--- src/verilog/adcs_cfg.svh ---
`ifndef ADCS_CFG_SVH
`define ADCS_CFG_SVH
// ----------------------------------------
// register offsets and fields
// ----------------------------------------
`define ADCS_OFF_CTRL   4'h0
`define ADCS_OFF_RESULT 4'h4
`define ADCS_OFF_STATUS 4'h8
`define ADCS_CTRL_PWR   0
`define ADCS_CTRL_GO    1
`define ADCS_CTRL_IEN   2
`define ADCS_CTRL_CHLO  3
`define ADCS_CTRL_SELLO 6
`define ADCS_CTRL_RST   8'h00
`define ADCS_RESULT_RST 8'h00
// ----------------------------------------
// timing
// ----------------------------------------
`define ADCS_CLK_NS     40
`define ADCS_RC_TAD_NS  4000
`define ADCS_RC_HALF    ((`ADCS_RC_TAD_NS / 2) / `ADCS_CLK_NS)
`define ADCS_HALF_2OSC  1
`define ADCS_HALF_8OSC  4
`define ADCS_HALF_32OSC 16
`define ADCS_INSTR_CYC  4
`define ADCS_SETUP_HALF 3
`define ADCS_LAST_HALF  18
`define ADCS_HOLD_HALF  4
`endif

--- src/verilog/adcs_pkg.sv ---
package adcs_pkg;
    typedef enum logic [1:0] {
        ST_IDLE  = 2'h0,
        ST_DELAY = 2'h1,
        ST_CONV  = 2'h2,
        ST_HOLD  = 2'h3
    } adcs_state_t;
    typedef enum logic [1:0] {
        SEL_2OSC  = 2'h0,
        SEL_8OSC  = 2'h1,
        SEL_32OSC = 2'h2,
        SEL_RC    = 2'h3
    } adcs_clksel_t;
endpackage

--- src/verilog/adcs_seq.sv ---
`timescale 1ns/1ps
`include "adcs_cfg.svh"
module adcs_seq (
    input  wire logic        i_sys_clk,     // system clock
    input  wire logic        i_reset_n,     // async reset
    input  wire logic        i_sleep,       // core in sleep state
    input  wire logic        i_comp_high,   // comparator: input above trial
    output logic             o_powered,     // analog module powered
    output logic             o_sample,      // hold cap on channel
    output logic [1:0]       o_channel,     // selected channel
    output logic [7:0]       o_trial,       // trial code to comparator
    output logic             o_wake,        // wake-up request pulse
    input  wire logic        s_axi_awvalid, // write address valid
    output logic             s_axi_awready, // write address ready
    input  wire logic [3:0]  s_axi_awaddr,  // write address
    input  wire logic        s_axi_wvalid,  // write data valid
    output logic             s_axi_wready,  // write data ready
    input  wire logic [31:0] s_axi_wdata,   // write data
    input  wire logic [3:0]  s_axi_wstrb,   // byte strobes
    output logic             s_axi_bvalid,  // write response valid
    input  wire logic        s_axi_bready,  // write response ready
    output logic [1:0]       s_axi_bresp,   // write response
    input  wire logic        s_axi_arvalid, // read address valid
    output logic             s_axi_arready, // read address ready
    input  wire logic [3:0]  s_axi_araddr,  // read address
    output logic             s_axi_rvalid,  // read data valid
    input  wire logic        s_axi_rready,  // read data ready
    output logic [31:0]      s_axi_rdata,   // read data
    output logic [1:0]       s_axi_rresp    // read response
);
    adcs_pkg::adcs_state_t  state_reg;
    adcs_pkg::adcs_state_t  state_next;
    adcs_pkg::adcs_clksel_t sel;
    logic [7:0]  ctrl_reg;
    logic [7:0]  result_reg;
    logic        flag_reg;
    logic [6:0]  cnt_reg;
    logic [6:0]  limit;
    logic [4:0]  phase_reg;
    logic [7:0]  mask_reg;
    logic [7:0]  decided;
    logic        comp_meta_reg;
    logic        comp_sync_reg;
    logic        half_tick;
    logic        decide;
    logic        done;
    logic        osc_sleep;
    logic        go;
    logic        pwr;
    logic        aw_have_reg;
    logic        w_have_reg;
    logic [3:0]  awaddr_reg;
    logic [31:0] wdata_reg;
    logic [3:0]  wstrb_reg;
    logic        wr_fire;
    logic        wr_ctrl;

    assign sel = adcs_pkg::adcs_clksel_t'(ctrl_reg[`ADCS_CTRL_SELLO +: 2]);
    assign go  = ctrl_reg[`ADCS_CTRL_GO];
    assign pwr = ctrl_reg[`ADCS_CTRL_PWR];
    // oscillator clocks stop in sleep, so only the RC clock survives
    assign osc_sleep = i_sleep && (sel != adcs_pkg::SEL_RC);

    // ----------------------------------------
    // bit period timing, in half periods
    // ----------------------------------------
    always_comb begin
        unique case (sel)
            adcs_pkg::SEL_2OSC:  limit = 7'(`ADCS_HALF_2OSC - 1);
            adcs_pkg::SEL_8OSC:  limit = 7'(`ADCS_HALF_8OSC - 1);
            adcs_pkg::SEL_32OSC: limit = 7'(`ADCS_HALF_32OSC - 1);
            adcs_pkg::SEL_RC:    limit = 7'(`ADCS_RC_HALF - 1);
        endcase
        if (state_reg == adcs_pkg::ST_DELAY) begin
            limit = 7'(`ADCS_INSTR_CYC - 1);
        end
    end

    // >= lets a switch to a faster divider take effect at once
    assign half_tick = (state_reg != adcs_pkg::ST_IDLE) && (cnt_reg >= limit);

    always_ff @(posedge i_sys_clk or negedge i_reset_n) begin
        if (!i_reset_n) begin
            cnt_reg <= 7'h00;
        end else if (half_tick || state_reg == adcs_pkg::ST_IDLE
                     || state_next != state_reg) begin
            // a mid-period abort would otherwise shorten the first hold period
            cnt_reg <= 7'h00;
        end else begin
            cnt_reg <= cnt_reg + 7'h01;
        end
    end

    always_ff @(posedge i_sys_clk or negedge i_reset_n) begin
        if (!i_reset_n) begin
            phase_reg <= 5'h00;
        end else if (state_next != state_reg) begin
            phase_reg <= 5'h00;
        end else if (half_tick) begin
            phase_reg <= phase_reg + 5'h01;
        end
    end

    // ----------------------------------------
    // sequencer
    // ----------------------------------------
    assign done = (state_reg == adcs_pkg::ST_CONV) && half_tick && go && pwr && !osc_sleep
                  && (phase_reg == 5'(`ADCS_LAST_HALF));

    always_comb begin
        state_next = state_reg;
        unique case (state_reg)
            adcs_pkg::ST_IDLE: begin
                if (go && pwr && !osc_sleep) begin
                    state_next = (sel == adcs_pkg::SEL_RC) ? adcs_pkg::ST_DELAY
                                                           : adcs_pkg::ST_CONV;
                end
            end
            adcs_pkg::ST_DELAY: begin
                if (!go || !pwr || osc_sleep) begin
                    state_next = adcs_pkg::ST_HOLD;
                end else if (half_tick) begin
                    state_next = adcs_pkg::ST_CONV;
                end
            end
            adcs_pkg::ST_CONV: begin
                if (!go || !pwr || osc_sleep || done) begin
                    state_next = adcs_pkg::ST_HOLD;
                end
            end
            adcs_pkg::ST_HOLD: begin
                if (half_tick && phase_reg == 5'(`ADCS_HOLD_HALF - 1)) begin
                    state_next = adcs_pkg::ST_IDLE;
                end
            end
        endcase
    end

    always_ff @(posedge i_sys_clk or negedge i_reset_n) begin
        if (!i_reset_n) begin
            state_reg <= adcs_pkg::ST_IDLE;
        end else begin
            state_reg <= state_next;
        end
    end

    // ----------------------------------------
    // successive approximation
    // ----------------------------------------
    always_ff @(posedge i_sys_clk or negedge i_reset_n) begin
        if (!i_reset_n) begin
            comp_meta_reg <= 1'b0;
            comp_sync_reg <= 1'b0;
        end else begin
            comp_meta_reg <= i_comp_high;
            comp_sync_reg <= comp_meta_reg;
        end
    end

    // a bit is judged at the end of its period at whatever rate is in force
    assign decide  = (state_reg == adcs_pkg::ST_CONV) && half_tick && !phase_reg[0]
                     && (phase_reg > 5'(`ADCS_SETUP_HALF));
    assign decided = comp_sync_reg ? o_trial : (o_trial & ~mask_reg);

    always_ff @(posedge i_sys_clk or negedge i_reset_n) begin
        if (!i_reset_n) begin
            mask_reg <= 8'h00;
            o_trial  <= 8'h00;
        end else if (state_reg == adcs_pkg::ST_IDLE && state_next != adcs_pkg::ST_IDLE) begin
            mask_reg <= 8'h80;
            o_trial  <= 8'h80;
        end else if (decide) begin
            mask_reg <= mask_reg >> 1;
            o_trial  <= decided | (mask_reg >> 1);
        end
    end

    always_ff @(posedge i_sys_clk or negedge i_reset_n) begin
        if (!i_reset_n) begin
            result_reg <= `ADCS_RESULT_RST;
        end else if (done) begin
            result_reg <= decided;
        end else if (wr_fire && awaddr_reg == `ADCS_OFF_RESULT && wstrb_reg[0]) begin
            result_reg <= wdata_reg[7:0];
        end
    end

    // ----------------------------------------
    // control and status
    // ----------------------------------------
    assign wr_ctrl = wr_fire && awaddr_reg == `ADCS_OFF_CTRL && wstrb_reg[0];

    always_ff @(posedge i_sys_clk or negedge i_reset_n) begin
        if (!i_reset_n) begin
            ctrl_reg <= `ADCS_CTRL_RST;
        end else begin
            if (wr_ctrl) begin
                ctrl_reg <= wdata_reg[7:0];
                // go only takes when the module was already on
                ctrl_reg[`ADCS_CTRL_GO] <= wdata_reg[`ADCS_CTRL_GO]
                                           && wdata_reg[`ADCS_CTRL_PWR] && pwr;
            end
            if (done || (osc_sleep && state_reg != adcs_pkg::ST_IDLE)) begin
                ctrl_reg[`ADCS_CTRL_GO] <= 1'b0;
            end
        end
    end

    // set wins over a same-cycle write-one-to-clear
    always_ff @(posedge i_sys_clk or negedge i_reset_n) begin
        if (!i_reset_n) begin
            flag_reg <= 1'b0;
        end else if (done) begin
            flag_reg <= 1'b1;
        end else if (wr_fire && awaddr_reg == `ADCS_OFF_STATUS && wstrb_reg[0]
                     && wdata_reg[0]) begin
            flag_reg <= 1'b0;
        end
    end

    always_ff @(posedge i_sys_clk or negedge i_reset_n) begin
        if (!i_reset_n) begin
            o_wake    <= 1'b0;
            o_powered <= 1'b0;
            o_sample  <= 1'b0;
            o_channel <= 2'h0;
        end else begin
            o_wake    <= done && i_sleep && ctrl_reg[`ADCS_CTRL_IEN];
            o_powered <= pwr && !osc_sleep;
            // the cap tracks whenever the module is powered and the next state is idle
            o_sample  <= pwr && !osc_sleep && state_next == adcs_pkg::ST_IDLE;
            o_channel <= ctrl_reg[`ADCS_CTRL_CHLO +: 2];
        end
    end

    // ----------------------------------------
    // axi4-lite slave
    // ----------------------------------------
    assign wr_fire = aw_have_reg && w_have_reg && !s_axi_bvalid;

    always_ff @(posedge i_sys_clk or negedge i_reset_n) begin
        if (!i_reset_n) begin
            aw_have_reg   <= 1'b0;
            w_have_reg    <= 1'b0;
            awaddr_reg    <= 4'h0;
            wdata_reg     <= 32'h0000_0000;
            wstrb_reg     <= 4'h0;
            s_axi_awready <= 1'b1;
            s_axi_wready  <= 1'b1;
            s_axi_bvalid  <= 1'b0;
            s_axi_bresp   <= 2'h0;
        end else begin
            if (s_axi_awvalid && s_axi_awready) begin
                aw_have_reg   <= 1'b1;
                awaddr_reg    <= s_axi_awaddr;
                s_axi_awready <= 1'b0;
            end
            if (s_axi_wvalid && s_axi_wready) begin
                w_have_reg   <= 1'b1;
                wdata_reg    <= s_axi_wdata;
                wstrb_reg    <= s_axi_wstrb;
                s_axi_wready <= 1'b0;
            end
            if (wr_fire) begin
                aw_have_reg  <= 1'b0;
                w_have_reg   <= 1'b0;
                s_axi_bvalid <= 1'b1;
                s_axi_bresp  <= (awaddr_reg == `ADCS_OFF_CTRL || awaddr_reg == `ADCS_OFF_RESULT
                                 || awaddr_reg == `ADCS_OFF_STATUS) ? 2'h0 : 2'h2;
            end
            if (s_axi_bvalid && s_axi_bready) begin
                s_axi_bvalid  <= 1'b0;
                s_axi_awready <= 1'b1;
                s_axi_wready  <= 1'b1;
            end
        end
    end

    always_ff @(posedge i_sys_clk or negedge i_reset_n) begin
        if (!i_reset_n) begin
            s_axi_arready <= 1'b1;
            s_axi_rvalid  <= 1'b0;
            s_axi_rdata   <= 32'h0000_0000;
            s_axi_rresp   <= 2'h0;
        end else if (s_axi_arvalid && s_axi_arready) begin
            s_axi_arready <= 1'b0;
            s_axi_rvalid  <= 1'b1;
            s_axi_rresp   <= 2'h0;
            unique case (s_axi_araddr)
                `ADCS_OFF_CTRL:   s_axi_rdata <= {24'h00_0000, ctrl_reg};
                `ADCS_OFF_RESULT: s_axi_rdata <= {24'h00_0000, result_reg};
                `ADCS_OFF_STATUS: s_axi_rdata <= {29'h0000_0000, o_sample,
                                                  state_reg != adcs_pkg::ST_IDLE, flag_reg};
                default: begin
                    s_axi_rdata <= 32'h0000_0000;
                    s_axi_rresp <= 2'h2;
                end
            endcase
        end else if (s_axi_rvalid && s_axi_rready) begin
            s_axi_rvalid  <= 1'b0;
            s_axi_arready <= 1'b1;
        end
    end
endmodule // adcs_seq

--- config.mk ---
export PLATFORM = sky130hd
export DESIGN_NAME = adcs_seq
export DESIGN_NICKNAME = d
export VERILOG_FILES = /design/src/verilog/adcs_pkg.sv /design/src/verilog/adcs_seq.sv
export VERILOG_INCLUDE_DIRS = /design/src /design/src/verilog
export SDC_FILE = /design/constraint.sdc
export NUM_CORES = 1
export LEC_CHECK = 0
export ABC_AREA = 1
export BUFFER_PORTS_ARGS = -buffer_cell sky130_fd_sc_hd__buf_4
export CAP_MARGIN = 10
export CORE_ASPECT_RATIO = 1.4
export CORE_MARGIN = 3
export CORE_UTILIZATION = 45
export DETAILED_ROUTE_END_ITERATION = 10
export GPL_ROUTABILITY_DRIVEN = 0
export PLACE_DENSITY = 0.67
export SLEW_MARGIN = 10
export SYNTH_ARGS = -nofsm -noshare
export SYNTH_HDL_FRONTEND = slang
export SYNTH_SLANG_ARGS = --single-unit
--- constraint.sdc ---
create_clock -name i_sys_clk -period 4.2 [get_ports i_sys_clk]
set_clock_uncertainty 0.2 [all_clocks]
set_input_delay 0.42 -clock i_sys_clk [delete_from_list [all_inputs] [get_ports i_sys_clk]]
set_output_delay 0.42 -clock i_sys_clk [all_outputs]
set_load 0.02 [all_outputs]
==> summary.md, run 1 <==
| Metric | Value |
|---|---|
| Clock sink total | `84` |
| Crit start category | `flop` |
| CTS Buf Count | `9` |
| Worst hold endpoint | `s_axi_awready` |
| Initial Util | `47.0%` |
| Post-CTS Resized | `0` |
| CTS tree | `yes` |
| Status | `complete, no violations` |
| Post-synthesis mux area share | `0%` |
| Synth Area in Compound Gates | `11.7%` |
| Post-CTS Setup Bufs | `0` |
| IO buf count | `53` |
| Synth cell types | `39` |
| Power Dens Cells | `673 nW/um^2` |
| DP Wirelength | `6.36 mm` |
| Power, Total | `0.00335 W` |
| Clk buf depth | `2` |
| Nets | `608` |
| Reg2reg start | `state_reg[0]` |
| Slowest-stage cell, CP | `dfrtp_1` |
| Routed wire length | `8.82 mm` |
| Critical path origin | `state_reg[0]` |
| Vias in the first global route | `3182` |
| Sequential element share of the synthesized area | `49.1%` |
| Ant. Diodes | `0` |
| Hold Path Stages | `2` |
| Slew @ Worst Pin | `1.06 ns` |
| Grt ovf | `0` |
| Seq cells post-synth | `84` |
| DR iter-0 viols | `176` |
| Adder-Cell Fraction of Synth Area | `3.79%` |
| Highest Clock Rate | `317 MHz` |
| First-pass GRT wire length | `15.0 mm` |
| Initial antenna violation count | `0` |
| Die ar. | `10800 sq um` |
| Syn_area_per_cell | `8.79 sq um` |
| Via count | `3250` |
| Max-slew violations | `0` |
| Post-synth ARST share | `100%` |
| Min-Delay Startpoint | `s_axi_awvalid` |
| Worst Path Arrival | `3.16 ns` |
| Final setup violating endpoints | `0` |
| Synth Flop Type | `dfrtp_1` |
| Synth Area in Simple Gates | `22.3%` |
| Fin. Hold Viols | `0` |
| Setup CP Type | `flop to flop` |
| Slew headroom | `29.5%` |
| Largest family of logic cells by synthesized area | `simple AND/OR/NAND/NOR gates` |
| DRT Pass-1 Iters | `4` |
| Post-route core utilization | `54.5%` |
| Hold buffers post-CTS | `1` |
| CP Max Fanout | `22` |
| Pin count of the biggest net entering global routing | `85` |
| Worst-skew pair later-pin latency | `0.34 ns` |
| Static Leakage | `2.52 nW` |
| Max VDD drop | `369 uV` |
| Drt via density | `4.97` |
| Yosys warns | `0` |
| Most frequent CP cell | `nand2_1` |
| Drt wl/cell | `13.5 um` |
| Total Neg Setup Slack | `0 ns` |
| Post-place setup slack | `1.03 ns` |
| IO Pins | `107` |
| CP required | `4.20 ns` |
| Reg clk slew, reported paths | `0.06 ns` |
| Post-synthesis cell count | `488` |
| Die Height | `122 um` |
| H-tree Lvls | `3` |
| Worst min path class | `input pin to flop` |
| GRT Overall Usage | `17.8%` |
| Core ar. | `9130 sq um` |
| Post-synth EDFFs | `0` |
| Reg2reg end | `o_trial[7]` |
| CTS Root Cell | `clkbuf_16` |
| XOR/XNOR share of the synthesized area | `1.84%` |
| Setup ws final | `1.04 ns` |
| Post-Synthesis Cell Area | `4290 sq um` |
| Fin crit share | `75.2%` |
| R2R Setup Slk | `1.04 ns` |
| Cells along the critical path | `inv_1 > nor2_1 > inv_1 > nand2_1 > ha_1 > nand2_1 > nand2_1 > a21oi_2 > nand3_4 > nand3_2 > nand2_1 > nor2_2 > nand2_1 > nand2_2 > nand3_4 > nand2_1 > nand3_1` |
| Share of post-route cells with drive strength above 1 | `20.3%` |
| DRT antenna net count | `0` |
| Max cap viols | `0` |
| FP Rows | `41` |
| Worst R2R Path Depth | `17` |
| Largest stage delay on the critical path | `0.47 ns` |
| Die width | `88.5 um` |
| Crit end category | `flop` |
| RSZ-0062 raised after global routing | `false` |
| DRC violations left | `0` |
| Period minus WS final | `3.16 ns` |
| Syn-to-layout area delta | `16.0%` |
-- cell usage after synthesis (all sizes together), types with 6 or more instances --
cell    number  area, sq um
nand2      123          489
dfrtp       81         2030
inv         62          233
o21ai       41          205
nor2        34          153
nand3       32          195
buf         31          229
a21oi       14          104
ha          13          163
xor2         7         61.3
a22oi        6         50.1
clkbuf       6         22.5
nand4        6         52.6
-- power by group --
| group | switching, W | total [W] | internal (W) |
|---|---|---|---|
| clock network | 0.000313 | 0.000789 | 0.000476 |
| registers | 0.000190 | 0.00127 | 0.00108 |
| logic | 0.000812 | 0.00129 | 0.000481 |
-- critical path, delay by kind of cell, from the launching register on --
| family | cells | cell delay (ns) |
|---|---|---|
| DFF | 1 | 0.47 |
| buffers and inverters | 2 | 0.19 |
| AOI/OAI and AO/OA | 1 | 0.16 |
| adders and majority gates | 1 | 0.25 |
| and+or+nand+nor | 13 | 1.77 |
-- worst max-delay path by stage --
stage                             to  slack [ns]  cells past startpoint
after floorplan           o_trial[3]        1.70                     16
after CTS                 o_trial[7]        1.02                     17
after detailed placement  o_trial[7]        1.03                     17
after global placement    o_trial[7]        1.15                     17
after global routing      o_trial[7]        0.74                     17
final                     o_trial[7]        1.04                     17
-- cell type report --
class                           instances  area [sq um]
Multi-Input combinational cell        330          1790
Tap cell                              107           134
Timing Repair Buffer                   55           415
Fill cell                             840          4150
Clock buffer                           12           246
Clock inverter                          4          48.8
Inverter                               62           233
Sequential cell                        84          2110
-- cells by family after synthesis --
family	after synthesis
other cells	1
flops	84
xor+xnor	9
fa+ha+maj	13
simple gates	204
compound gates	78
buf+inv	99
-- cell usage in the layout (no fill, tap or decap), types with 2 or more instances in the layout --
| cell type | instances |
|---|---|
| nand3_1 | 28 |
| nand3_2 | 2 |
| inv_2 | 6 |
| conb_1 | 26 |
| o211ai_1 | 3 |
| nor2_1 | 24 |
| o22ai_1 | 3 |
| nor3_1 | 2 |
| nand3b_1 | 3 |
| o21ai_0 | 40 |
| nand2_2 | 2 |
| a21oi_1 | 5 |
| nand3_4 | 2 |
| a21oi_2 | 9 |
| nor3_2 | 2 |
| clkbuf_16 | 9 |
| nand2_1 | 118 |
| nand4_1 | 5 |
| ha_1 | 13 |
| xnor2_1 | 2 |
| a21boi_0 | 4 |
| dfrtp_1 | 81 |
| xor2_1 | 7 |
| clkbuf_1 | 2 |
| buf_4 | 54 |
| clkinv_2 | 2 |
| inv_1 | 56 |
| nor2_2 | 10 |
| dfstp_2 | 3 |
| nand2_4 | 3 |
| a22oi_1 | 5 |
| o221ai_1 | 5 |
-- routing by layer --
layer / vias to the layer above / global-route usage, % / routed length (um)
met5: - / 0 / 0
met2: 74 / 29.6 / 4600
met4: 0 / 6.14 / 98
met1: 1543 / 23.0 / 3780
met3: 8 / 3.65 / 341
li1: 1625 / - / -
-- stage by stage --
step | instance area (sq um) | cells | hold WS, ns
final | 4980 | 654 | 0.0466
after global routing | 4980 | 654 | 0.0517
after CTS | 4980 | 654 | 0.0403
after detailed placement | 4670 | 637 | 0.135
after global placement | 4670 | 637 | 0.134
after floorplan | 4380 | 513 | -0.0756
Note: power is estimated with default switching activity, not from simulation.
==> run 2, diff against run 1 <==
Clock period 4.2 ns to 3.3 ns, I/O delays scaled along.
==> run 2 against run 1 <==
Against the previous run: final area rose by 3.2%; core utilization rose by 1.8 points; first-iteration DRC count rose by 6.8%; clock power rose by 28%; the run now ends with hold timing left; critical endpoint unchanged; fmax rose by 12%; combinational power rose by 28%; register-to-register slack got worse by 0.55 ns; non-clock buffer count rose by 16; setup slack got worse by 0.55 ns; largest cell class unchanged; worst hold slack got worse by 0.070 ns; sequential power rose by 28%; sequential share of layout area fell by 1.3 points.
==> summary.md, run 2 (synthesis results as in run 1) <==
| Metric | Value |
|---|---|
| Area after DPL | `4690 sq um` |
| RSZ-0062 raised after global routing | `false` |
| Largest stage delay on the critical path | `0.45 ns` |
| Status | `finished, violations left` |
| IO buf count | `53` |
| Die width | `88.5 um` |
| DP Wirelength | `6.33 mm` |
| Via count | `3302` |
| Met2 Usage GRT | `29.4%` |
| IO Pins | `107` |
| DR iter-0 viols | `188` |
| Reg clk slew, reported paths | `0.06 ns` |
| Fin. Hold Viols | `20` |
| GR peak layer | `met2` |
| CP required | `3.30 ns` |
| Max VDD drop | `398 uV` |
| Nets | `624` |
| Buf/Inv on CP | `4` |
| DRT Pass-1 Iters | `4` |
| Met3 Use GR | `4.53%` |
| Delay-heaviest family, CP | `simple AND/OR/NAND/NOR gates` |
| Core ar. | `9130 sq um` |
| Failing checks | `hold timing` |
| CTS Root Cell | `clkbuf_16` |
| Fin crit share | `85.1%` |
| Crit end category | `flop` |
| Routed wire length | `8.77 mm` |
| Worst-skew pair later-pin latency | `0.34 ns` |
| CP Max Fanout | `16` |
| Pin count of the biggest net entering global routing | `85` |
| FP Rows | `41` |
| Initial Util | `47.0%` |
| Total Neg Setup Slack | `0 ns` |
| Drt wl/cell | `13.1 um` |
| Max-slew violations | `0` |
| Power Dens Cells | `834 nW/um^2` |
| Drt via density | `4.93` |
| First-pass GRT wire length | `15.0 mm` |
| Ant. Diodes | `0` |
| Worst Path Arrival | `2.81 ns` |
| GRT Overall Usage | `17.9%` |
| Setup CP Type | `flop to flop` |
| CTS tree | `yes` |
| Max cap viols | `0` |
| Clock sink total | `84` |
| Cell area after layout | `5140 sq um` |
| Clk buf depth | `2` |
| Post-place setup slack | `0.502 ns` |
| H-tree Lvls | `3` |
| Initial antenna violation count | `0` |
| Worst min path class | `input pin to async pin` |
| Vias in the first global route | `3254` |
| Cells along the critical path | `inv_1 > nor2_1 > inv_1 > nand2_1 > ha_1 > inv_1 > nor2_1 > nand3_1 > nand3_4 > nand2_4 > inv_2 > nand2_1 > nand2_1 > nand2_1 > nand2_2 > nand3_4 > nand2_1 > nand3_1` |
| Most frequent cells in the layout | `nand2_1 (118), dfrtp_1 (81), buf_4 (57)` |
| Period minus WS final | `2.81 ns` |
| DRT antenna net count | `0` |
| M1 GR Usage | `22.0%` |
| Grt ovf | `0` |
| Syn-to-layout area delta | `19.7%` |
| Highest Clock Rate | `356 MHz` |
| Most frequent CP cell | `nand2_1` |
| Slew @ Worst Pin | `1.04 ns` |
| Die Height | `122 um` |
| Post-CTS Resized | `0` |
| Fin cells | `670` |
| Final hold slack | `-0.0236 ns` |
| Slew headroom | `30.6%` |
| Static Leakage | `2.59 nW` |
| Crit start category | `flop` |
| Dpl cells | `640` |
| Commonest non-fill, non-tap cell in the layout | `nand2_1` |
| DRC violations left | `0` |
| CTS Buf Count | `9` |
| Final setup violating endpoints | `0` |
| Die ar. | `10800 sq um` |
| Slowest-stage cell, CP | `dfrtp_1` |
| Setup ws final | `0.492 ns` |
| Share of post-route cells with drive strength above 1 | `20.4%` |
## run 2: cell count changes in the layout (fill, tap and decap cells not counted), sizes merged
| cell | change |
|---|---|
| buf | +3 |
| clkbuf | -1 |
| clkinv | -1 |
| clkinvlp | +1 |
| dlygate4sd3 | +13 |
| inv | +1 |
## run 2: repair_timing
item,in CTS,in global routing
hold buffers,14,0
hold endpoints to repair,14,0
setup buffers,0,0
## run 2: power breakdown
group          internal (W)  switching (W)
clock network      0.000610       0.000403
logic              0.000623        0.00103
registers           0.00137       0.000244
## run 2: routing by layer
metal | vias to the layer above | share of wire [%] | wire length [um]
met5 | - | 0 | 0
met1 | 1544 | 42 | 3670
met2 | 81 | 51 | 4510
met4 | 0 | 2.6 | 227
li1 | 1663 | - | -
met3 | 14 | 4.1 | 360
## run 2: layout make-up
class / count / area [sq um]
flip-flops and latches: 84 / 2110
clock buffers: 11 / 243
multi-input cells: 330 / 1790
clock inverters: 5 / 60.1
repair buffers: 71 / 568
well taps: 107 / 134
fillers: 801 / 3990
inverters: 62 / 233
## run 2: per-stage QoR
stage               util (%)  total power, W
floorplan                  -         0.00283
global placement        51.4         0.00323
global route            56.3         0.00463
detailed placement      51.4         0.00328
CTS                     56.3         0.00433
finish                  56.3         0.00428
## run 2: path summary, 6_finish.rpt
kind                                start            end  slack (ns)  cells after the start
setup / recovery             state_reg[0]     o_trial[7]        0.49                     18
hold / removal                  i_reset_n  awaddr_reg[2]       -0.02                      1
setup reg to reg             state_reg[0]     o_trial[7]        0.49                     18
hold reg to reg             comp_meta_reg  comp_sync_reg        0.15                      0
max in group asynchronous       i_reset_n     cnt_reg[6]        2.25                      1
min in group i_sys_clk     s_axi_wdata[6]   wdata_reg[6]        0.01                      3
## run 2: worst reg2reg max path, cell delays in order (launching register included)
cell     delay (ns)
dfrtp_1        0.45
inv_1          0.10
nor2_1         0.06
inv_1          0.10
nand2_1        0.09
ha_1           0.28
inv_1          0.05
nor2_1         0.16
nand3_1        0.15
nand3_4        0.15
nand2_4        0.09
inv_2          0.07
nand2_1        0.04
nand2_1        0.08
nand2_1        0.08
nand2_2        0.10
nand3_4        0.22
nand2_1        0.15
nand3_1        0.07
